==> src/niac_pkg.sv <==
package niac_pkg;
   // ---------------------------------------------------------------
   // Register indices (byte address is four times the index)
   // ---------------------------------------------------------------
   localparam logic [9:0] IDX_FLAGS = 10'h00C;
   localparam logic [9:0] IDX_DATA_LOW = 10'h10C;
   localparam logic [9:0] IDX_ADDR_LOW = 10'h10D;
   localparam logic [9:0] IDX_DATA_HIGH = 10'h10E;
   localparam logic [9:0] IDX_ADDR_HIGH = 10'h10F;
   localparam logic [9:0] IDX_CTRL = 10'h18C;
   localparam logic [9:0] IDX_UNLOCK = 10'h18D;
   localparam logic [9:0] IDX_NONE = 10'h3FF;
   // ---------------------------------------------------------------
   // Field positions
   // ---------------------------------------------------------------
   localparam int unsigned CTL_PSEL = 7;
   localparam int unsigned CTL_ABORT = 3;
   localparam int unsigned CTL_PERMIT = 2;
   localparam int unsigned CTL_WGO = 1;
   localparam int unsigned CTL_RGO = 0;
   localparam int unsigned FLAG_DONE = 7;
   // ---------------------------------------------------------------
   // Widths, keys and values
   // ---------------------------------------------------------------
   localparam int unsigned DATA_DEPTH = 256;
   localparam int unsigned DATA_HIGH_W = 6;
   localparam int unsigned ADDR_HIGH_W = 5;
   localparam int unsigned PROG_ADDR_W = 13;
   localparam int unsigned PROG_WORD_W = 14;
   localparam int unsigned SYNC_W = 4;
   localparam logic [12:0] PROG_MASK_4K = 13'h0FFF;
   localparam logic [7:0] UNLOCK_KEY1 = 8'h55;
   localparam logic [7:0] UNLOCK_KEY2 = 8'hAA;
   localparam logic [7:0] ERASED_BYTE = 8'hFF;
   localparam logic [1:0] UNL_IDLE = 2'h0;
   localparam logic [1:0] UNL_ONE = 2'h1;
   localparam logic [1:0] UNL_TWO = 2'h2;
   // ---------------------------------------------------------------
   // Timing
   // ---------------------------------------------------------------
   localparam int unsigned CLK_PERIOD_NS = 25;
   localparam int unsigned WR_TIME_US = 4000;
   localparam logic [17:0] WR_CYCLES_DEF =
      18'(WR_TIME_US * 1000 / CLK_PERIOD_NS);
   // ---------------------------------------------------------------
   // Controller states
   // ---------------------------------------------------------------
   typedef enum logic [2:0] {
      S_IDLE = 3'h0,
      S_DRD = 3'h1,
      S_PRD1 = 3'h3,
      S_PRD2 = 3'h2,
      S_WER = 3'h6,
      S_WPR = 3'h7
   } niac_state_t;
endpackage

==> src/niac_mem_if.sv <==
`timescale 1ns/1ps
interface niac_mem_if;
   logic wr_en;
   logic rd_en;
   logic [7:0] addr;
   logic [7:0] wdata;
   logic [7:0] rdata;
   modport ctrl (output wr_en, rd_en, addr, wdata, input rdata);
   modport mem (input wr_en, rd_en, addr, wdata, output rdata);
endinterface

==> src/niac_mem.sv <==
`timescale 1ns/1ps
module niac_mem
   import niac_pkg::*;
(
   // Clock
   input wire logic clk,
   // Array port
   niac_mem_if.mem bus
);
   logic [7:0] array_reg [DATA_DEPTH];
   logic [7:0] rdata_reg;

   // Read data always leaves through a register
   always_ff @(posedge clk) begin
      if (bus.wr_en) begin
         array_reg[bus.addr] <= bus.wdata;
      end
      if (bus.rd_en) begin
         rdata_reg <= array_reg[bus.addr];
      end
   end

   assign bus.rdata = rdata_reg;
endmodule

==> src/niac_top.sv <==
// Register access over AHB-Lite was left to the implementer.
`timescale 1ns/1ps
module niac_top
   import niac_pkg::*;
#(
   parameter logic [17:0] WR_CYCLES = WR_CYCLES_DEF,
   parameter logic BIG_PROG = 1'b1
) (
   // Clock and reset
   input wire logic hclk,
   input wire logic hresetn,
   // AHB-Lite slave
   input wire logic hsel,
   input wire logic [31:0] haddr,
   input wire logic [1:0] htrans,
   input wire logic hwrite,
   input wire logic [2:0] hsize,
   input wire logic hready,
   input wire logic [31:0] hwdata,
   output logic [31:0] hrdata,
   output logic hreadyout,
   output logic hresp,
   // Program array read port
   output logic [12:0] prog_addr,
   output logic prog_rd,
   input wire logic [13:0] prog_rdata,
   // Reset sources and protection strap
   input wire logic ext_reset_in,
   input wire logic wdt_reset_in,
   input wire logic bor_reset_in,
   input wire logic code_protect,
   output logic programmer_en
);
   // ---------------------------------------------------------------
   // State
   // ---------------------------------------------------------------
   niac_mem_if mif ();
   niac_state_t state_reg, state_next;
   logic rd_ph_reg, rd_ph_next, wr_ph_reg, wr_ph_next;
   logic [9:0] idx_reg, idx_next;
   logic hready_reg, hready_next;
   logic [31:0] hrdata_reg, hrdata_next;
   logic psel_reg, psel_next, abort_reg, abort_next;
   logic permit_reg, permit_next, wgo_reg, wgo_next;
   logic rgo_reg, rgo_next, done_reg, done_next;
   logic [7:0] data_low_reg, data_low_next, addr_low_reg, addr_low_next;
   logic [5:0] data_high_reg, data_high_next;
   logic [4:0] addr_high_reg, addr_high_next;
   logic [1:0] unlock_reg, unlock_next;
   logic [17:0] cnt_reg, cnt_next;
   logic [12:0] prog_addr_reg, prog_addr_next;
   logic prog_rd_reg, prog_rd_next, prog_en_reg, prog_en_next;
   logic [3:0] sync1_reg, sync2_reg;
   logic abort_rst, busy_wr;
   logic [7:0] wd;
   logic [17:0] erase_cyc;

   niac_mem u_mem (
      .clk(hclk),
      .bus(mif.mem)
   );

   assign wd = hwdata[7:0];
   assign abort_rst = |sync2_reg[2:0];
   assign busy_wr = (state_reg == S_WER) || (state_reg == S_WPR);
   assign erase_cyc = WR_CYCLES >> 1;

   // ---------------------------------------------------------------
   // Bus slave: writes are zero-wait, reads take one wait state
   // ---------------------------------------------------------------
   // The wait state lets a read see a write done just before it.
   always_comb begin
      rd_ph_next = 1'b0;
      wr_ph_next = 1'b0;
      idx_next = idx_reg;
      hready_next = 1'b1;
      hrdata_next = hrdata_reg;
      if (rd_ph_reg) begin
         hrdata_next = 32'h0;
         case (idx_reg)
            IDX_DATA_LOW: hrdata_next[7:0] = data_low_reg;
            IDX_ADDR_LOW: hrdata_next[7:0] = addr_low_reg;
            IDX_DATA_HIGH: hrdata_next[5:0] = data_high_reg;
            IDX_ADDR_HIGH: hrdata_next[4:0] = addr_high_reg;
            IDX_FLAGS: hrdata_next[FLAG_DONE] = done_reg;
            IDX_CTRL: begin
               hrdata_next[CTL_PSEL] = psel_reg;
               hrdata_next[CTL_ABORT] = abort_reg;
               hrdata_next[CTL_PERMIT] = permit_reg;
               hrdata_next[CTL_WGO] = wgo_reg;
               hrdata_next[CTL_RGO] = rgo_reg;
            end
            default: hrdata_next = 32'h0;
         endcase
      end else if (hsel && htrans[1] && hready) begin
         rd_ph_next = !hwrite;
         wr_ph_next = hwrite;
         hready_next = hwrite;
         idx_next = (haddr[31:12] == 20'h0) ? haddr[11:2] : IDX_NONE;
      end
   end

   always_ff @(posedge hclk or negedge hresetn) begin
      if (!hresetn) begin
         rd_ph_reg <= 1'b0;
         wr_ph_reg <= 1'b0;
         idx_reg <= IDX_NONE;
         hready_reg <= 1'b1;
         hrdata_reg <= 32'h0;
      end else begin
         rd_ph_reg <= rd_ph_next;
         wr_ph_reg <= wr_ph_next;
         idx_reg <= idx_next;
         hready_reg <= hready_next;
         hrdata_reg <= hrdata_next;
      end
   end

   assign hrdata = hrdata_reg;
   assign hreadyout = hready_reg;
   assign hresp = 1'b0;

   // ---------------------------------------------------------------
   // Reset source and strap synchronisers
   // ---------------------------------------------------------------
   always_ff @(posedge hclk or negedge hresetn) begin
      if (!hresetn) begin
         sync1_reg <= 4'h0;
         sync2_reg <= 4'h0;
      end else begin
         sync1_reg <= {code_protect, bor_reset_in, wdt_reset_in,
                       ext_reset_in};
         sync2_reg <= sync1_reg;
      end
   end

   // ---------------------------------------------------------------
   // Controller
   // ---------------------------------------------------------------
   always_comb begin
      state_next = state_reg;
      psel_next = psel_reg;
      abort_next = abort_reg;
      permit_next = permit_reg;
      wgo_next = wgo_reg;
      rgo_next = rgo_reg;
      done_next = done_reg;
      data_low_next = data_low_reg;
      addr_low_next = addr_low_reg;
      data_high_next = data_high_reg;
      addr_high_next = addr_high_reg;
      unlock_next = unlock_reg;
      cnt_next = cnt_reg;
      prog_addr_next = prog_addr_reg;
      prog_rd_next = prog_rd_reg;
      prog_en_next = !sync2_reg[3];
      mif.wr_en = 1'b0;
      mif.rd_en = 1'b0;
      mif.addr = addr_low_reg;
      mif.wdata = data_low_reg;
      // Software writes; go bits are only ever set here
      if (wr_ph_reg) begin
         unlock_next = UNL_IDLE;
         case (idx_reg)
            IDX_DATA_LOW: data_low_next = wd;
            IDX_ADDR_LOW: addr_low_next = wd;
            IDX_DATA_HIGH: data_high_next = wd[5:0];
            IDX_ADDR_HIGH: addr_high_next = wd[4:0];
            IDX_FLAGS: done_next = wd[FLAG_DONE];
            IDX_UNLOCK: begin
               if (wd == UNLOCK_KEY1) begin
                  unlock_next = UNL_ONE;
               end else if (wd == UNLOCK_KEY2 && unlock_reg == UNL_ONE) begin
                  unlock_next = UNL_TWO;
               end
            end
            IDX_CTRL: begin
               psel_next = wd[CTL_PSEL];
               permit_next = wd[CTL_PERMIT];
               abort_next = wd[CTL_ABORT];
               if (state_reg == S_IDLE) begin
                  if (wd[CTL_RGO]) begin
                     rgo_next = 1'b1;
                     if (!wd[CTL_PSEL]) begin
                        mif.rd_en = 1'b1;
                        state_next = S_DRD;
                     end else begin
                        prog_addr_next = {addr_high_reg, addr_low_reg};
                        if (!BIG_PROG) begin
                           prog_addr_next &= PROG_MASK_4K;
                        end
                        prog_rd_next = 1'b1;
                        state_next = S_PRD1;
                     end
                  end else if (wd[CTL_WGO] && !wd[CTL_PSEL] && permit_reg
                               && unlock_reg == UNL_TWO) begin
                     wgo_next = 1'b1;
                     cnt_next = 18'h0;
                     state_next = S_WER;
                  end
               end
            end
            default: ;
         endcase
      end
      // Hardware sequencing; its sets land after software's clears
      case (state_reg)
         S_IDLE: ;
         S_DRD: begin
            data_low_next = mif.rdata;
            rgo_next = 1'b0;
            state_next = S_IDLE;
         end
         S_PRD1: begin
            prog_rd_next = 1'b0;
            state_next = S_PRD2;
         end
         S_PRD2: begin
            data_low_next = prog_rdata[7:0];
            data_high_next = prog_rdata[13:8];
            rgo_next = 1'b0;
            state_next = S_IDLE;
         end
         S_WER: begin
            cnt_next = cnt_reg + 18'h1;
            if (cnt_reg == erase_cyc - 18'h1) begin
               mif.wr_en = 1'b1;
               mif.wdata = ERASED_BYTE;
               cnt_next = 18'h0;
               state_next = S_WPR;
            end
         end
         S_WPR: begin
            cnt_next = cnt_reg + 18'h1;
            if (cnt_reg == WR_CYCLES - erase_cyc - 18'h1) begin
               mif.wr_en = 1'b1;
               wgo_next = 1'b0;
               done_next = 1'b1;
               abort_next = 1'b0;
               state_next = S_IDLE;
            end
         end
         default: state_next = S_IDLE;
      endcase
      // Abort resets clear control bits other than abort, and keep data low and address, bar a same-cycle bus write; S_PRD2 still loads data high
      if (abort_rst) begin
         if (busy_wr) begin
            abort_next = 1'b1;
         end
         mif.wr_en = 1'b0;
         data_low_next = wr_ph_reg ? data_low_next : data_low_reg;
         psel_next = 1'b0;
         permit_next = 1'b0;
         wgo_next = 1'b0;
         rgo_next = 1'b0;
         prog_rd_next = 1'b0;
         unlock_next = UNL_IDLE;
         state_next = S_IDLE;
      end
   end

   always_ff @(posedge hclk or negedge hresetn) begin
      if (!hresetn) begin
         state_reg <= S_IDLE;
         psel_reg <= 1'b0;
         abort_reg <= 1'b0;
         permit_reg <= 1'b0;
         wgo_reg <= 1'b0;
         rgo_reg <= 1'b0;
         done_reg <= 1'b0;
         data_low_reg <= 8'h00;
         addr_low_reg <= 8'h00;
         data_high_reg <= 6'h00;
         addr_high_reg <= 5'h00;
         unlock_reg <= UNL_IDLE;
         cnt_reg <= 18'h0;
         prog_addr_reg <= 13'h0;
         prog_rd_reg <= 1'b0;
         prog_en_reg <= 1'b0;
      end else begin
         state_reg <= state_next;
         psel_reg <= psel_next;
         abort_reg <= abort_next;
         permit_reg <= permit_next;
         wgo_reg <= wgo_next;
         rgo_reg <= rgo_next;
         done_reg <= done_next;
         data_low_reg <= data_low_next;
         addr_low_reg <= addr_low_next;
         data_high_reg <= data_high_next;
         addr_high_reg <= addr_high_next;
         unlock_reg <= unlock_next;
         cnt_reg <= cnt_next;
         prog_addr_reg <= prog_addr_next;
         prog_rd_reg <= prog_rd_next;
         prog_en_reg <= prog_en_next;
      end
   end

   assign prog_addr = prog_addr_reg;
   assign prog_rd = prog_rd_reg;
   assign programmer_en = prog_en_reg;

   // ---------------------------------------------------------------
   // Assertions
   // ---------------------------------------------------------------
   AST_DRD_NEXT: assert property (@(posedge hclk) disable iff (!hresetn)
      (state_reg == S_DRD && !abort_rst && !wr_ph_reg) |=>
      (data_low_reg == $past(mif.rdata)) && !rgo_reg)
      else $error("data read byte not loaded next cycle");
   AST_PRD_SLOT: assert property (@(posedge hclk) disable iff (!hresetn)
      (state_reg == S_IDLE && state_next == S_PRD1) |=>
      prog_rd_reg ##1 (!prog_rd_reg && state_reg == S_PRD2))
      else $error("program read slot wrong");
   AST_WGO_KEY: assert property (@(posedge hclk) disable iff (!hresetn)
      $rose(wgo_reg) |-> $past(unlock_reg) == UNL_TWO)
      else $error("write started without unlock sequence");
   AST_WGO_PERMIT: assert property (@(posedge hclk) disable iff (!hresetn)
      $rose(wgo_reg) |-> $past(permit_reg))
      else $error("write started without permit");
   AST_WGO_DATA: assert property (@(posedge hclk) disable iff (!hresetn)
      $rose(wgo_reg) |-> !psel_reg && state_reg == S_WER)
      else $error("write started in program space");
   AST_ERASE_FIRST: assert property (@(posedge hclk) disable iff (!hresetn)
      (mif.wr_en && state_reg == S_WER) |->
      mif.wdata == ERASED_BYTE ##1 state_reg == S_WPR)
      else $error("erase step missing");
   AST_DONE_SET: assert property (@(posedge hclk) disable iff (!hresetn)
      (state_reg == S_WPR && state_next == S_IDLE && !abort_rst) |->
      cnt_reg == WR_CYCLES - erase_cyc - 18'h1
      ##1 done_reg && !wgo_reg && !abort_reg)
      else $error("write end not flagged");
   AST_ABORT: assert property (@(posedge hclk) disable iff (!hresetn)
      (abort_rst && busy_wr) |=>
      abort_reg && !wgo_reg && state_reg == S_IDLE)
      else $error("aborted write not flagged");
   AST_KEEP: assert property (@(posedge hclk) disable iff (!hresetn)
      (abort_rst && !wr_ph_reg) |=>
      $stable(addr_low_reg) && $stable(data_low_reg))
      else $error("abort reset changed data or address");
   AST_UNLOCK_ZERO: assert property (@(posedge hclk) disable iff (!hresetn)
      (rd_ph_reg && idx_reg == IDX_UNLOCK) |=> hrdata_reg == 32'h0)
      else $error("unlock port read not zero");
endmodule

==> config.mk <==
export PLATFORM = sky130hd
export DESIGN_NAME = niac_top
export DESIGN_NICKNAME = d
export VERILOG_FILES = /design/src/niac_pkg.sv /design/src/niac_mem_if.sv /design/src/niac_mem.sv /design/src/niac_top.sv
export SDC_FILE = /design/constraint.sdc
export NUM_CORES = 2
export LEC_CHECK = 0
export BUFFER_PORTS_ARGS = -buffer_cell sky130_fd_sc_hd__buf_2
export CAP_MARGIN = 20
export CORE_AREA = 5 5 437 439
export CTS_BUF_LIST = sky130_fd_sc_hd__clkbuf_2 sky130_fd_sc_hd__clkbuf_4 sky130_fd_sc_hd__clkbuf_8
export CTS_CLUSTER_SIZE = 10
export DETAILED_ROUTE_END_ITERATION = 12
export DIE_AREA = 0 0 442 444
export PLACE_DENSITY = 0.67
export RECOVER_POWER = 100
export SYNTH_ARGS = -nofsm -noshare
export SYNTH_HDL_FRONTEND = slang
export SYNTH_SLANG_ARGS = --single-unit
export TNS_END_PERCENT = 20
==> constraint.sdc <==
create_clock -name hclk -period 4.4 [get_ports hclk]
set_clock_uncertainty 0.1 [all_clocks]
set_input_delay 0.88 -clock hclk [delete_from_list [all_inputs] [get_ports hclk]]
set_output_delay 0.88 -clock hclk [all_outputs]
set_load 0.01 [all_outputs]
==> impl_metrics.py <==
metrics = {
    "drt": {
        "vias": 43220,
        "drc": 0,
        "wire_per_inst_um": 27.00,
        "ant_nets": 0,
        "routed_wl_um": 200100,
        "dr.pass1.iters": 6,
        "via_per_inst": 5.831,
        "drtIter0Drc": 4453,
    },
    "logic_synthesis": {
        "yosysTopAreaCellShare_pct": 74.12,
        "ys_top_cells_by_area": "edfxtp_1 74%, mux4_2 14%, dfrtp_1 2.7%",
        "yosysMostFrequentCell": "edfxtp_1",
        "synth_top_cells_by_count": "2056 x edfxtp_1, 512 x mux4_2, 285 x nor2_1",
        "syn_inst": 3995,
        "ys_seq_area_share_pct": 77.14,
        "synth_top_area_cell": "edfxtp_1",
        "synth-seq-cells": 2156,
        "postSynthAreaPerCell_um2": 20.85,
        "ys.warnings.count": 0,
        "yosys.cell_types.count": 55,
        "syn-cell-area_um2": 83300,
        "synth_edf_count": 2056,
        "synth_ff_type": "edfxtp_1",
        "synthArstFlopShare_pct": 4.638,
    },
    "placement": {
        "dp.cells": 6797,
        "gp_congestion": 0.8280,
        "port-buffer-count": 85,
        "hpwl_um": 121400,
    },
    "final_layout": {
        "largest_register_ffs": 2048,
        "multiInputGateArea_um2": 17880,
        "final_cells": 7412,
        "seqCellArea_um2": 64260,
        "nets": 4768,
        "area_delta_synth_final_pct": 14.89,
        "final_util_pct": 51.23,
        "nFillCells": 14810,
        "drive_gt1_share_pct": 27.78,
    },
    "run_status": {
        "status": "complete, but fails checks",
        "violations": "capacitance limit, slew limit",
    },
    "floorplan": {
        "ios": 141,
        "rows": 159,
        "die_area_um2": 196200,
        "core_area_um2": 186800,
        "initial_utilization_pct": 44.59,
        "die_w_um": 442,
        "die_height_um": 444,
    },
    "critical_path": {
        "r2r_slack_ns": 0.21,
        "reg2reg_from": "cnt_reg[10]",
        "worstPathMaxFanout": 16,
        "end_kind": "register",
        "critPathKind": "register to register",
        "r2r_cells": 6,
        "reg2reg_to": "u_mem.array_reg[250][2]",
        "worstPathRequired_ns": 4.97,
        "crit_arrival_ns": 4.75,
        "critPathLaunchType": "register",
    },
    "sta": {
        "setup_viol": 0,
        "rsz0062_at_grt": "no",
        "hold_slack_ns": 0.1232,
        "relSlewSlack_pct": -20.49,
        "fin_crit_ns": 4.188,
        "tns_ns": 0,
        "hold_viol_final": 0,
        "slew_viol_final": 103,
        "period_share_pct": 95.18,
        "worstMarginPinSlew_ns": 1.807,
        "fmax_mhz": 238.8,
    },
    "clocking": {
        "cts_sinks": 2156,
        "clockRootBuffer": "clkbuf_8",
        "cts-htree-levels": 5,
        "cts.clk_slew.worst_paths_ns": 0.06,
        "clock_latency_ns": 1.04,
        "clk_path_buf_depth": 4,
        "cts_buffers": 348,
        "cts_tree": "done",
        "post_cts_buffers": 0,
    },
    "global_route": {
        "grt-ovfl-total": 0,
        "grt_pass1_vias": 44000,
        "track_usage_pct": 20.13,
        "antenna_found_initial": 3,
        "grt_max_degree": 90,
        "grt_pass1_wl_um": 293800,
    },
    "job": {
        "drv_cap": 2,
    },
    "hold_path": {
        "min_from": "prog_rdata[12]",
        "min_to": "data_high_reg[4]",
        "holdCritPathClass": "input pin to register",
        "whs_path_depth": 3,
    },
    "power_and_ir_drop": {
        "power_uw": 39620,
        "p_per_area_nw_per_um2": 414.0,
        "p_leak_uw": 0.03550,
        "ir_drop_v": 0.0003448,
    },
}
## where the power goes
group	internal, uW	switching (uW)
Combinational	338	581
Clock	8990	7510
Sequential	22200	43.9
Total	31500	8130
## critical path: stages (launching register included)
cell,delay (ns)
dfrtp_1,0.45
or4_1,0.53
or3_1,0.56
nor4_4,0.65
nand3_1,0.67
nor2_1,0.51
clkbuf_1,0.36
## logic make-up (layout without fill, tap and decap cells)
logic type,Yosys count,after routing,share of synthesized area [%]
muxes,551,551,14.35
AOI/OAI and AO/OA,525,525,4.299
xor gates and xnor gates,1,1,0.01052
and+or+nand+nor,467,467,2.632
DFF,2156,2156,77.14
buffers and inverters,293,1188,1.544
other,1,28,0.004502
adders and majority gates,1,1,0.01502
## worst max path at each step
stage                     from                       to  slack, ns
2_1_floorplan      cnt_reg[10]    u_mem.array_reg[0][0]      0.007
3_3_place_gp   addr_low_reg[0]       u_mem.bus.rdata[4]       0.54
3_5_place_dp   addr_low_reg[1]       u_mem.bus.rdata[2]       0.48
4_1_cts        addr_low_reg[1]       u_mem.bus.rdata[2]       0.48
5_1_grt            cnt_reg[10]   u_mem.array_reg[75][7]       0.13
6_report           cnt_reg[10]  u_mem.array_reg[250][2]       0.21
## cells in the final DEF (no fill, tap or decap), types with 14 or more instances in the layout
cell type      count
a21oi_1          158
a22oi_1          264
buf_12            52
buf_2             61
buf_4            144
clkbuf_1         278
clkbuf_2          20
clkbuf_4         108
clkbuf_8         356
clkinv_1          91
clkinv_2          19
conb_1            25
dfrtp_1           87
dlygate4sd3_1     22
edfxtp_1        2056
inv_1             17
mux2_2            28
mux4_2           512
nand2_1           41
nand3_1           28
nand4_1           19
nor2_1           284
o21ai_0           14
o22a_1            19
o41ai_1           32
## per-layer routing
| metal | global-route usage, % | vias to the layer above | wire [um] |
|---|---|---|---|
| li1 | - | 18080 | - |
| met1 | 27.79 | 22640 | 79690 |
| met2 | 31.82 | 2117 | 96440 |
| met3 | 4.500 | 391 | 17170 |
| met4 | 7.304 | 0 | 6798 |
| met5 | 0 | - | 0 |
## per-stage QoR
| stage | instance area, um^2 | worst slack [ns] |
|---|---|---|
| 2_1_floorplan | 83390 | 0.006974 |
| 3_3_place_gp | 90120 | 0.5428 |
| 3_5_place_dp | 90120 | 0.4771 |
| 4_1_cts | 96860 | 0.4822 |
| 5_1_grt | 95690 | 0.1310 |
| 6_report | 95700 | 0.2123 |
## repair_timing
item,4_1_cts,5_1_grt
endpoints found under the hold margin,84,0
hold buffers,22,0
gates resized for setup,0,0
## cell type report
type / instances / area share (%)
Tap cell: 2495 / 3.262
Multi-Input combinational cell: 1570 / 18.69
Inverter: 17 / 0.06668
Clock buffer: 461 / 5.944
Timing Repair Buffer: 582 / 4.013
Clock inverter: 128 / 0.8669
Antenna cell: 3 / 0.007845
Sequential cell: 2156 / 67.15
(Power assumes the default switching activity.)
